File: config.mk
export PLATFORM = sky130hd
export DESIGN_NAME = bdms_top
export DESIGN_NICKNAME = d
export VERILOG_FILES = /design/src/bdms_pkg.sv /design/src/bdms_ram_if.sv /design/src/bdms_alu.sv /design/src/bdms_ram.sv /design/src/bdms_top.sv
export VERILOG_INCLUDE_DIRS = /design/src /design/src/src
export SDC_FILE = /design/constraint.sdc
export NUM_CORES = 2
export LEC_CHECK = 0
export BUFFER_PORTS_ARGS = -buffer_cell sky130_fd_sc_hd__buf_2
export CAP_MARGIN = 20
export CELL_PAD_IN_SITES_DETAIL_PLACEMENT = 1
export CELL_PAD_IN_SITES_GLOBAL_PLACEMENT = 1
export CORE_UTILIZATION = 50
export CTS_CLUSTER_DIAMETER = 100
export CTS_CLUSTER_SIZE = 14
export DETAILED_ROUTE_END_ITERATION = 8
export HOLD_SLACK_MARGIN = 0.15
export PLACE_DENSITY_LB_ADDON = 0.3
export SETUP_SLACK_MARGIN = 0.2
export SLEW_MARGIN = 20
export SYNTH_ARGS = -nofsm -noshare
export SYNTH_HDL_FRONTEND = slang
export SYNTH_SLANG_ARGS = --single-unit
File: constraint.sdc
create_clock -name sys_clk -period 4.7 [get_ports sys_clk]
set_clock_uncertainty 0.15 [all_clocks]
set_input_delay 0.94 -clock sys_clk [delete_from_list [all_inputs] [get_ports sys_clk]]
set_output_delay 0.94 -clock sys_clk [all_outputs]
set_load 0.02 [all_outputs]
File: src/bdms_regs.svh
// Address map, field positions, reset values and rule overview of the banked data memory block
//
// Overview of operation
// - Expiry flag reads 1 after power-up, kick or sleep; 0 after watchdog timeout.
// - Sleep flag reads 1 after power-up or kick; 0 after sleep instruction.
// - Zero flag set on zero arithmetic or logic result, cleared on nonzero.
// - Add and subtract set nibble carry on carry out of bit 3.
// - Add and subtract set carry on carry out of bit 7.
// - During subtraction both carry flags read 0 when a borrow occurred.
// - Subtraction adds the two's complement of operand two; flags come from that sum.
// - Status bits 7 to 5 always read 0.
// - Power-on reset: expiry and sleep flags 1, arithmetic 0; other resets by condition.
// - Offsets 0x0C to 0x1F of each bank form the peripheral register area.
// - At most 80 bytes of general RAM per bank, after the peripheral area.
// - General RAM also reachable unbanked as one contiguous linear space.
// - Sixteen bytes of common RAM reachable from any selected bank.
// - Common RAM lives at 0x70-0x7F of bank 0; other banks alias it.
// - Banks 0, 1 and 2 hold 80-byte general RAM at offsets 0x20-0x6F.
// - Offsets 0x00 to 0x0B of each bank reach the core register set.
// - Every unimplemented location, including absent general RAM, reads 0.
// - Core registers are the same physical registers from every bank.
// - Addresses are 12 bits: five bank bits, seven offset bits.
`ifndef BDMS_REGS_SVH
`define BDMS_REGS_SVH

// ****************************************************************
// Bus windows
// ****************************************************************
`define BDMS_BANKED_TOP 16'h0FFF
`define BDMS_DIRECT_BASE 16'h1000
`define BDMS_DIRECT_TOP 16'h107F
`define BDMS_LINEAR_BASE 16'h2000
`define BDMS_LINEAR_BYTES 16'h00F0

// ****************************************************************
// Offsets inside a bank
// ****************************************************************
`define BDMS_CORE_LAST 7'h0B
`define BDMS_PERIPH_LAST 7'h1F
`define BDMS_GRAM_FIRST 7'h20
`define BDMS_GRAM_LAST 7'h6F
`define BDMS_COMMON_FIRST 7'h70
`define BDMS_GRAM_BANKS 5'h03
`define BDMS_GRAM_BYTES 8'h50
`define BDMS_COMMON_BASE 8'hF0
`define BDMS_CORE_STATUS 4'h3
`define BDMS_CORE_BANKSEL 4'h8
`define BDMS_CORE_COUNT 12

// ****************************************************************
// Status fields and reset values
// ****************************************************************
`define BDMS_ST_EXPIRY 4
`define BDMS_ST_SLEEP 3
`define BDMS_ST_ZERO 2
`define BDMS_ST_NIBBLE 1
`define BDMS_ST_CARRY 0
`define BDMS_ST_FLAG_RESET 1'h1
`define BDMS_ST_ARITH_RESET 1'h0

`endif

File: src/bdms_pkg.sv
// Types shared by the banked data memory block
package bdms_pkg;

	// Which storage an address lands in
	typedef enum logic [2:0] {
		BDMS_RG_NONE = 3'h0,
		BDMS_RG_CORE = 3'h1,
		BDMS_RG_PERIPH = 3'h3,
		BDMS_RG_RAM = 3'h2
	} bdms_region_t;

	// Operations of the datapath that touch the flags
	typedef enum logic [1:0] {
		BDMS_OP_ADD = 2'h0,
		BDMS_OP_SUB = 2'h1,
		BDMS_OP_AND = 2'h3,
		BDMS_OP_XOR = 2'h2
	} bdms_op_t;

	// Result of an address decode
	typedef struct packed {
		bdms_region_t region;
		logic [7:0] idx;
	} bdms_decode_t;

endpackage : bdms_pkg

File: src/bdms_ram_if.sv
// Port bundle between the register file and its byte memory
`timescale 1ns/1ps
interface bdms_ram_if;
	logic [7:0] addr;
	logic [7:0] wdata;
	logic we;
	logic [7:0] rdata;

	modport owner (output addr, output wdata, output we, input rdata);
	modport store (input addr, input wdata, input we, output rdata);
endinterface : bdms_ram_if

File: src/bdms_alu.sv
// Adder and logic unit producing the result and its arithmetic flags
`timescale 1ns/1ps
module bdms_alu
	import bdms_pkg::*;
(
	input wire bdms_op_t op,
	input wire logic [7:0] a,
	input wire logic [7:0] b,
	output logic [7:0] result,
	output logic zero,
	output logic nibble_carry,
	output logic carry,
	output logic carry_valid
);

	logic [7:0] addend;
	logic cin;
	logic [8:0] sum;
	logic [4:0] low_sum;

	// Subtraction adds the complement plus one, so carry high means no borrow
	always_comb begin
		addend = (op == BDMS_OP_SUB) ? ~b : b;
		cin = (op == BDMS_OP_SUB);
		sum = {1'h0, a} + {1'h0, addend} + {8'h00, cin};
		low_sum = {1'h0, a[3:0]} + {1'h0, addend[3:0]} + {4'h0, cin};
		carry_valid = (op == BDMS_OP_ADD) || (op == BDMS_OP_SUB);
		unique case (op)
			BDMS_OP_ADD, BDMS_OP_SUB: result = sum[7:0];
			BDMS_OP_AND: result = a & b;
			BDMS_OP_XOR: result = a ^ b;
		endcase
		zero = (result == 8'h00);
		nibble_carry = low_sum[4];
		carry = sum[8];
	end

endmodule : bdms_alu

File: src/bdms_ram.sv
// 256-byte store for general RAM of banks 0-2 and the common RAM
`timescale 1ns/1ps
module bdms_ram
	import bdms_pkg::*;
(
	input wire logic sys_clk,
	bdms_ram_if.store mem
);

	logic [7:0] cells [0:255];

	// Write port; contents are not cleared, like real SRAM
	always_ff @(posedge sys_clk) begin
		if (mem.we) begin
			cells[mem.addr] <= mem.wdata;
		end
	end

	// Registered read keeps the output timing clean
	always_ff @(posedge sys_clk) begin
		mem.rdata <= cells[mem.addr];
	end

endmodule : bdms_ram

File: src/bdms_top.sv
// Banked data memory with core registers, status flags and an Avalon-MM register port
`timescale 1ns/1ps
`include "bdms_regs.svh"
module bdms_top
	import bdms_pkg::*;
(
	input wire logic sys_clk,
	input wire logic rst_n,
	input wire logic [15:0] avs_address,
	input wire logic avs_read,
	input wire logic avs_write,
	input wire logic [7:0] avs_writedata,
	output logic [7:0] avs_readdata,
	output logic avs_waitrequest,
	input wire logic alu_valid,
	input wire bdms_op_t alu_op,
	input wire logic [7:0] alu_a,
	input wire logic [7:0] alu_b,
	output logic [7:0] alu_result,
	input wire logic watchdog_kick_instr,
	input wire logic sleep_instr,
	input wire logic watchdog_timeout,
	input wire logic other_reset,
	input wire logic other_reset_by_watchdog,
	output logic [7:0] status_value,
	output logic [4:0] bank_select_value
);

	// ****************************************************************
	// Storage
	// ****************************************************************

	logic watchdog_expiry_flag;
	logic sleep_entered_flag;
	logic zero_flag;
	logic nibble_carry_flag;
	logic carry_flag;
	logic [7:0] core_mem [0:`BDMS_CORE_COUNT-1];
	logic rd_phase;
	logic rd_from_ram;
	logic [7:0] reg_rdata;

	bdms_decode_t dec;
	logic wr_req;
	logic rd_start;
	logic [7:0] status_read;
	logic [7:0] alu_res_c;
	logic alu_zero_c;
	logic alu_nib_c;
	logic alu_carry_c;
	logic alu_carry_valid_c;
	logic st_wr;
	logic bsel_wr;
	logic core_wr;
	logic ram_wr;

	// Bundle to the byte store; the store owns only its read register
	bdms_ram_if ram_bus ();

	// ****************************************************************
	// Address decode
	// ****************************************************************

	// Three bus windows: banked addresses as the core forms them,
	// a direct window on the live bank select, and an unbanked run over general RAM.
	// Anything else decodes to nothing and reads as zero, so stray accesses are harmless.

	// Store index of a banked general RAM byte; the banks follow one another
	function automatic logic [7:0] gram_index(input logic [4:0] bank, input logic [6:0] off);
		return 8'({3'h0, bank} * `BDMS_GRAM_BYTES) + 8'({1'h0, off - `BDMS_GRAM_FIRST});
	endfunction : gram_index

	// Split a 12-bit data address into bank and offset and classify it
	function automatic bdms_decode_t decode_banked(input logic [11:0] data_addr);
		logic [4:0] bank;
		logic [6:0] off;
		logic [7:0] gram_idx;
		bdms_decode_t d;
		bank = data_addr[11:7];
		off = data_addr[6:0];
		gram_idx = gram_index(bank, off);
		d.region = BDMS_RG_NONE;
		d.idx = 8'h00;
		if (off <= `BDMS_CORE_LAST) begin
			// Same physical register whatever the bank
			d.region = BDMS_RG_CORE;
			d.idx = {4'h0, off[3:0]};
		end else if (off <= `BDMS_PERIPH_LAST) begin
			d.region = BDMS_RG_PERIPH;
			d.idx = {1'h0, off};
		end else if (off <= `BDMS_GRAM_LAST) begin
			if (bank < `BDMS_GRAM_BANKS) begin
				d.region = BDMS_RG_RAM;
				d.idx = gram_idx;
			end
		end else begin
			// Every bank reaches the bytes that bank 0 holds
			d.region = BDMS_RG_RAM;
			d.idx = `BDMS_COMMON_BASE + {4'h0, off[3:0]};
		end
		return d;
	endfunction : decode_banked

	// Direct file access forms the address from bank select and offset
	function automatic logic [11:0] direct_addr(input logic [4:0] bsel, input logic [6:0] off);
		return {bsel, off};
	endfunction : direct_addr

	// Map any bus address onto storage
	function automatic bdms_decode_t decode_bus(input logic [15:0] a, input logic [4:0] bsel);
		logic [15:0] lin;
		bdms_decode_t d;
		lin = a - `BDMS_LINEAR_BASE;
		d.region = BDMS_RG_NONE;
		d.idx = 8'h00;
		if (a <= `BDMS_BANKED_TOP) begin
			d = decode_banked(a[11:0]);
		end else if (a >= `BDMS_DIRECT_BASE && a <= `BDMS_DIRECT_TOP) begin
			d = decode_banked(direct_addr(bsel, a[6:0]));
		end else if (a >= `BDMS_LINEAR_BASE && lin < `BDMS_LINEAR_BYTES) begin
			// Banks 0-2 general RAM laid end to end, no bank gaps
			d.region = BDMS_RG_RAM;
			d.idx = lin[7:0];
		end
		return d;
	endfunction : decode_bus

	// Decode follows the held bus address with no storage
	always_comb begin
		dec = decode_bus(avs_address, bank_select_value);
	end

	// True when a decode lands on one particular core register
	function automatic logic core_hit(input bdms_decode_t d, input logic [3:0] which);
		return (d.region == BDMS_RG_CORE) && (d.idx[3:0] == which);
	endfunction : core_hit

	// Write strobes per target; peripheral and unmapped writes fall through and are lost
	always_comb begin
		st_wr = wr_req && core_hit(dec, `BDMS_CORE_STATUS);
		bsel_wr = wr_req && core_hit(dec, `BDMS_CORE_BANKSEL);
		core_wr = wr_req && (dec.region == BDMS_RG_CORE);
		ram_wr = wr_req && (dec.region == BDMS_RG_RAM);
	end

	// ****************************************************************
	// Bus handshake
	// ****************************************************************

	// Reads stall one cycle for the registered memory; writes never stall
	// A read dropped before its second cycle is simply abandoned
	always_comb begin
		avs_waitrequest = avs_read && !rd_phase;
		rd_start = avs_read && !rd_phase;
	end

	// A write lands at the edge where it is first seen
	always_comb begin
		wr_req = avs_write;
	end

	// Second cycle of a read presents registered data
	// Cleared by the same edge that hands the data over, so reads may follow back to back
	always_ff @(posedge sys_clk) begin
		if (!rst_n) begin
			rd_phase <= 1'h0;
		end else begin
			rd_phase <= rd_start;
		end
	end

	// ****************************************************************
	// Flag datapath
	// ****************************************************************

	// Flag logic lives beside the adder so carries come from the very sum that is stored
	bdms_alu u_alu (
		.op(alu_op),
		.a(alu_a),
		.b(alu_b),
		.result(alu_res_c),
		.zero(alu_zero_c),
		.nibble_carry(alu_nib_c),
		.carry(alu_carry_c),
		.carry_valid(alu_carry_valid_c)
	);

	// Result is held for the datapath to pick up
	always_ff @(posedge sys_clk) begin
		if (!rst_n) begin
			alu_result <= 8'h00;
		end else if (alu_valid) begin
			alu_result <= alu_res_c;
		end
	end

	// Watchdog expiry flag; a timeout beats a kick in the same cycle so it is never lost
	always_ff @(posedge sys_clk) begin
		if (!rst_n) begin
			watchdog_expiry_flag <= `BDMS_ST_FLAG_RESET;
		end else if (watchdog_timeout) begin
			watchdog_expiry_flag <= 1'h0;
		end else if (other_reset) begin
			watchdog_expiry_flag <= !other_reset_by_watchdog;
		end else if (watchdog_kick_instr || sleep_instr) begin
			watchdog_expiry_flag <= 1'h1;
		end
	end

	// Sleep flag; software cannot write it
	always_ff @(posedge sys_clk) begin
		if (!rst_n) begin
			sleep_entered_flag <= `BDMS_ST_FLAG_RESET;
		end else if (sleep_instr) begin
			sleep_entered_flag <= 1'h0;
		end else if (watchdog_kick_instr) begin
			sleep_entered_flag <= 1'h1;
		end
	end

	// Zero flag: an instruction that sets it overrides a store to the status byte
	always_ff @(posedge sys_clk) begin
		if (!rst_n) begin
			zero_flag <= `BDMS_ST_ARITH_RESET;
		end else if (alu_valid) begin
			zero_flag <= alu_zero_c;
		end else if (st_wr) begin
			zero_flag <= avs_writedata[`BDMS_ST_ZERO];
		end
	end

	// Nibble carry: logic operations leave it alone, so a store in that cycle still lands
	always_ff @(posedge sys_clk) begin
		if (!rst_n) begin
			nibble_carry_flag <= `BDMS_ST_ARITH_RESET;
		end else if (alu_valid && alu_carry_valid_c) begin
			nibble_carry_flag <= alu_nib_c;
		end else if (st_wr) begin
			nibble_carry_flag <= avs_writedata[`BDMS_ST_NIBBLE];
		end
	end

	// Carry: set after a subtraction means that no borrow was needed
	always_ff @(posedge sys_clk) begin
		if (!rst_n) begin
			carry_flag <= `BDMS_ST_ARITH_RESET;
		end else if (alu_valid && alu_carry_valid_c) begin
			carry_flag <= alu_carry_c;
		end else if (st_wr) begin
			carry_flag <= avs_writedata[`BDMS_ST_CARRY];
		end
	end

	// Upper three bits are not implemented
	always_comb begin
		status_read = 8'h00;
		status_read[`BDMS_ST_EXPIRY] = watchdog_expiry_flag;
		status_read[`BDMS_ST_SLEEP] = sleep_entered_flag;
		status_read[`BDMS_ST_ZERO] = zero_flag;
		status_read[`BDMS_ST_NIBBLE] = nibble_carry_flag;
		status_read[`BDMS_ST_CARRY] = carry_flag;
		status_value = status_read;
	end

	// ****************************************************************
	// Core registers
	// ****************************************************************

	// Bank select steers the direct window; only five bits exist
	always_ff @(posedge sys_clk) begin
		if (!rst_n) begin
			bank_select_value <= 5'h00;
		end else if (bsel_wr) begin
			bank_select_value <= avs_writedata[4:0];
		end
	end

	// Plain byte storage for the remaining core registers, shared by all banks
	// Status and bank select bytes here are shadow copies that no read returns
	always_ff @(posedge sys_clk) begin
		if (!rst_n) begin
			for (int i = 0; i < `BDMS_CORE_COUNT; i++) begin
				core_mem[i] <= 8'h00;
			end
		end else if (core_wr) begin
			core_mem[dec.idx[3:0]] <= avs_writedata;
		end
	end

	// ****************************************************************
	// Memory and read path
	// ****************************************************************

	// The store sees every decoded address, so read data follow one clock later
	always_comb begin
		ram_bus.addr = dec.idx;
		ram_bus.wdata = avs_writedata;
		ram_bus.we = ram_wr;
	end

	// Banked, direct and linear views all share this one store, so no copies exist
	bdms_ram u_ram (
		.sys_clk(sys_clk),
		.mem(ram_bus)
	);

	// Remember which source answers, since the address may move once the read is taken
	always_ff @(posedge sys_clk) begin
		if (!rst_n) begin
			rd_from_ram <= 1'h0;
		end else if (rd_start) begin
			rd_from_ram <= (dec.region == BDMS_RG_RAM);
		end
	end

	// Non-memory read data is captured in the first read cycle
	always_ff @(posedge sys_clk) begin
		if (!rst_n) begin
			reg_rdata <= 8'h00;
		end else if (rd_start) begin
			unique case (dec.region)
				BDMS_RG_CORE: begin
					if (dec.idx[3:0] == `BDMS_CORE_STATUS) begin
						reg_rdata <= status_read;
					end else if (dec.idx[3:0] == `BDMS_CORE_BANKSEL) begin
						reg_rdata <= {3'h0, bank_select_value};
					end else begin
						reg_rdata <= core_mem[dec.idx[3:0]];
					end
				end
				// No peripherals live here, so the area reads as empty
				BDMS_RG_PERIPH: reg_rdata <= 8'h00;
				BDMS_RG_RAM: reg_rdata <= 8'h00;
				BDMS_RG_NONE: reg_rdata <= 8'h00;
				default: reg_rdata <= 8'h00;
			endcase
		end
	end

	// Both sources are flip-flops; the mux only picks one
	always_comb begin
		avs_readdata = rd_from_ram ? ram_bus.rdata : reg_rdata;
	end

endmodule : bdms_top

==> impl_metrics.toml <==
[min_path]
worstHoldStart = "watchdog_kick_instr"
min-delay-path-class = "primary input to flop"

[synth]
yosys_warnings = 0
synth_cell_types = 101
synth_ff_type = "edfxtp_1"
avgSynthCellArea_um2 = 16.01
ys_seq_area_frac = 0.7349
ys_ff_latch = 2207
synth_edf_count = 2171
synthArstFlopShare = 0
syn_inst = 5601
netlist_area_um2 = 89680

[timing]
fin_tns_setup_ns = 0
fin_crit_ns = 4.528
relSlewSlack = 0.2277
final.period_utilization = 0.9634
fmax_mhz = 220.9
tightestPinTransition_ns = 1.154
setup_slack_ns = 0.1722
slew_violations = 0
hold_violations = 0
setup_viol = 0
rsz0062_at_grt = "no"

[floorplan]
dieArea_um2 = 181100
fp.dieW_um = 425.5
start_util = 0.5032
io_pins = 82
die_h_um = 425.5
num_rows = 155
core_area_um2 = 178200

[place]
placedCellCount = 8527
hpwl_mm = 213.4
numPortBuffers = 78
routabilityCongestion = 0.9621
dp_slack_ns = -0.4246

[worst_setup_path]
crit_fanout = 35
regToRegStartpoint = "bank_select_value[1]$_SDFFE_PN0P_"
critPathLaunch = "bank_select_value[1]$_SDFFE_PN0P_"
critPathCaptureType = "flop"
worstPathRequired_ns = 5.26
worst_setup_path_start_kind = "flop"
critPathMaxStageDelay_ns = 0.68
critPathArrivalTime_ns = 5.08
slowest_stage = "o41ai_1"
worstSetupPathType = "flop to flop"
critPathBufInv = 2
critical-path-top-delay-family = "compound AO/OA/AOI/OAI gates"
crit_path_cell_trace = "a2111oi_4 > nor2_1 > a21o_2 > a21o_4 > buf_12 > buf_4 > a221o_1 > o41ai_1 > a2bb2oi_1 > nor4_2"

[power_and_ir_drop]
power_density_nw_per_um2 = 361.1
peakVddDrop_mv = 0.3418
power.total_mw = 37.72
static-leakage-power_nw = 35.03

[global_route]
grt_use_met2 = 0.5560
met1_usage = 0.4657
grt.total_usage = 0.3574
antenna_found_initial = 19
overflow = 0
grt_busiest_layer = "met2"
met3_usage = 0.08044
grt_pass1_wl_mm = 455.3
grt_max_degree = 122
grt_pass1_vias = 60620

[clock_network]
ctsHtreeMaxLevel = 4
cts_buffer_depth = 3
cts.sinks = 2207
clk_latency_ns = 0.86
cts-root-buf = "clkbuf_16"
cts_tree = "built"
cts_buffers = 175
post-cts-setup-buffers = 0
cts.clk_slew.worst_paths_ns = 0.07

[layout]
fin_cells = 8774
multi_input_area_um2 = 22100
drive_gt1_frac = 0.2399
syn_to_final_growth_pct = 16.47
fill_cells = 16300
ff_latch_area_um2 = 65910
fin_util = 0.5861
final_nets = 6434

[drt]
drc = 0
final_antenna_net_count = 0
first_pass_iters = 6
vias = 59810
wire_per_inst_um = 37.05
drtIter0Drc = 9351
viasPerCell = 6.816
routed_wl_mm = 325.1

[status]
status = "complete, no violations"

[flow_run]
maxCapViolations = 0
==> timing repair <==
item	CTS	global route
cloned	0	0
setup endpoints to repair	4	9
hold buffers	3	0
gates resized for setup	1	4
endpoints found under the hold margin	2	0
==> state kept, by name, indices dropped and copies added (netlist names) <==
signal and count:
zero_flag 1, core_mem 123, bank_select_value 5, rd_from_ram 1, reg_rdata 8, sleep_entered_flag 1
alu_result 8, watchdog_expiry_flag 1, carry_flag 1, nibble_carry_flag 1, u_ram.cells 2048, u_ram.mem.rdata 8
rd_phase 1
==> power by group <==
| group | switching [mW] | total, mW | internal, mW |
|---|---|---|---|
| clock | 6.94 | 13.8 | 6.84 |
| sequential | 0.0330 | 21.7 | 21.6 |
| combinational | 1.58 | 2.28 | 0.698 |
| total | 8.56 | 37.7 | 29.2 |
==> area by class of cell <==
class                      count  area share
multi-input combinational   2950      0.2116
timing repair buffer         957     0.08052
sequential                  2207      0.6310
inverter                      61    0.002240
tap                         2355     0.02821
antenna                       12   0.0002875
clock inverter                16    0.002791
clock buffer                 216     0.04340
==> per-stage QoR <==
| stage | hold WS (ns) | instance area [um^2] |
|---|---|---|
| floorplan | 0.2712 | 89690 |
| global placement | 0.2804 | 99530 |
| detailed placement | 0.2985 | 99540 |
| CTS | 0.1953 | 104400 |
| global route | 0.2632 | 104400 |
| finish | 0.2464 | 104500 |
==> routing by layer <==
layer / up-vias / part of all wire
li1: 23720 / -
met1: 30960 / 0.36
met2: 4141 / 0.46
met3: 962 / 0.11
met4: 20 / 0.064
met5: - / 0.00073
==> cell usage after synthesis (47+ instances only) <==
master,number,area (um^2)
nand3_1,48,240.2
a221oi_1,70,613.1
buf_2,147,735.7
a211oi_1,84,630.6
mux4_2,128,2883
a21oi_1,223,1116
nor2_1,593,2226
nand2_1,164,615.6
o221ai_1,47,411.6
mux2_2,175,1971
o22ai_1,146,913.4
clkbuf_1,173,649.4
inv_1,59,221.5
o211ai_1,96,720.7
mux2i_1,272,2723
and2_1,73,456.7
o21ai_0,187,935.9
edfxtp_1,2171,65190
==> worst min-delay path, delay by kind of cell <==
kind	cells	cell delay, ns
buffers and inverters	1	0.11
AOI/OAI and AO/OA	1	0.08
and+or+nand+nor	1	0.07
==> worst paths after layout <==
path	slack, ns	cells after the start	to
setup / recovery	0.17	10	u_ram.mem.rdata[5]$_DFF_P_
hold / removal	0.25	3	sleep_entered_flag$_SDFFE_PN1P_
setup reg to reg	0.17	10	u_ram.mem.rdata[5]$_DFF_P_
hold reg to reg	0.31	2	reg_rdata[3]$_SDFFE_PN0P_
==> cells in the final DEF (no fill, tap or decap), drive strengths merged, types with 68 or more instances in the layout <==
master	instances
edfxtp	2171
buf	954
nor2	595
mux2i	272
a21oi	227
clkbuf	216
o21ai	201
mux2	175
nand2	164
o22ai	146
mux4	128
o211ai	101
a211oi	89
and2	74
a221oi	70
inv	68
==> cells by family after synthesis <==
logic type	Yosys count	synth area share
buffers and inverters	446	0.02172
AND/OR/NAND/NOR	1078	0.05400
flip-flops	2207	0.7349
adder cells (fa/ha/maj)	30	0.004436
other	1	0.00004181
multiplexers	575	0.08447
AO/OA/AOI/OAI	1243	0.09824
XOR/XNOR	21	0.002134
Power figures use the tool's default switching activity.
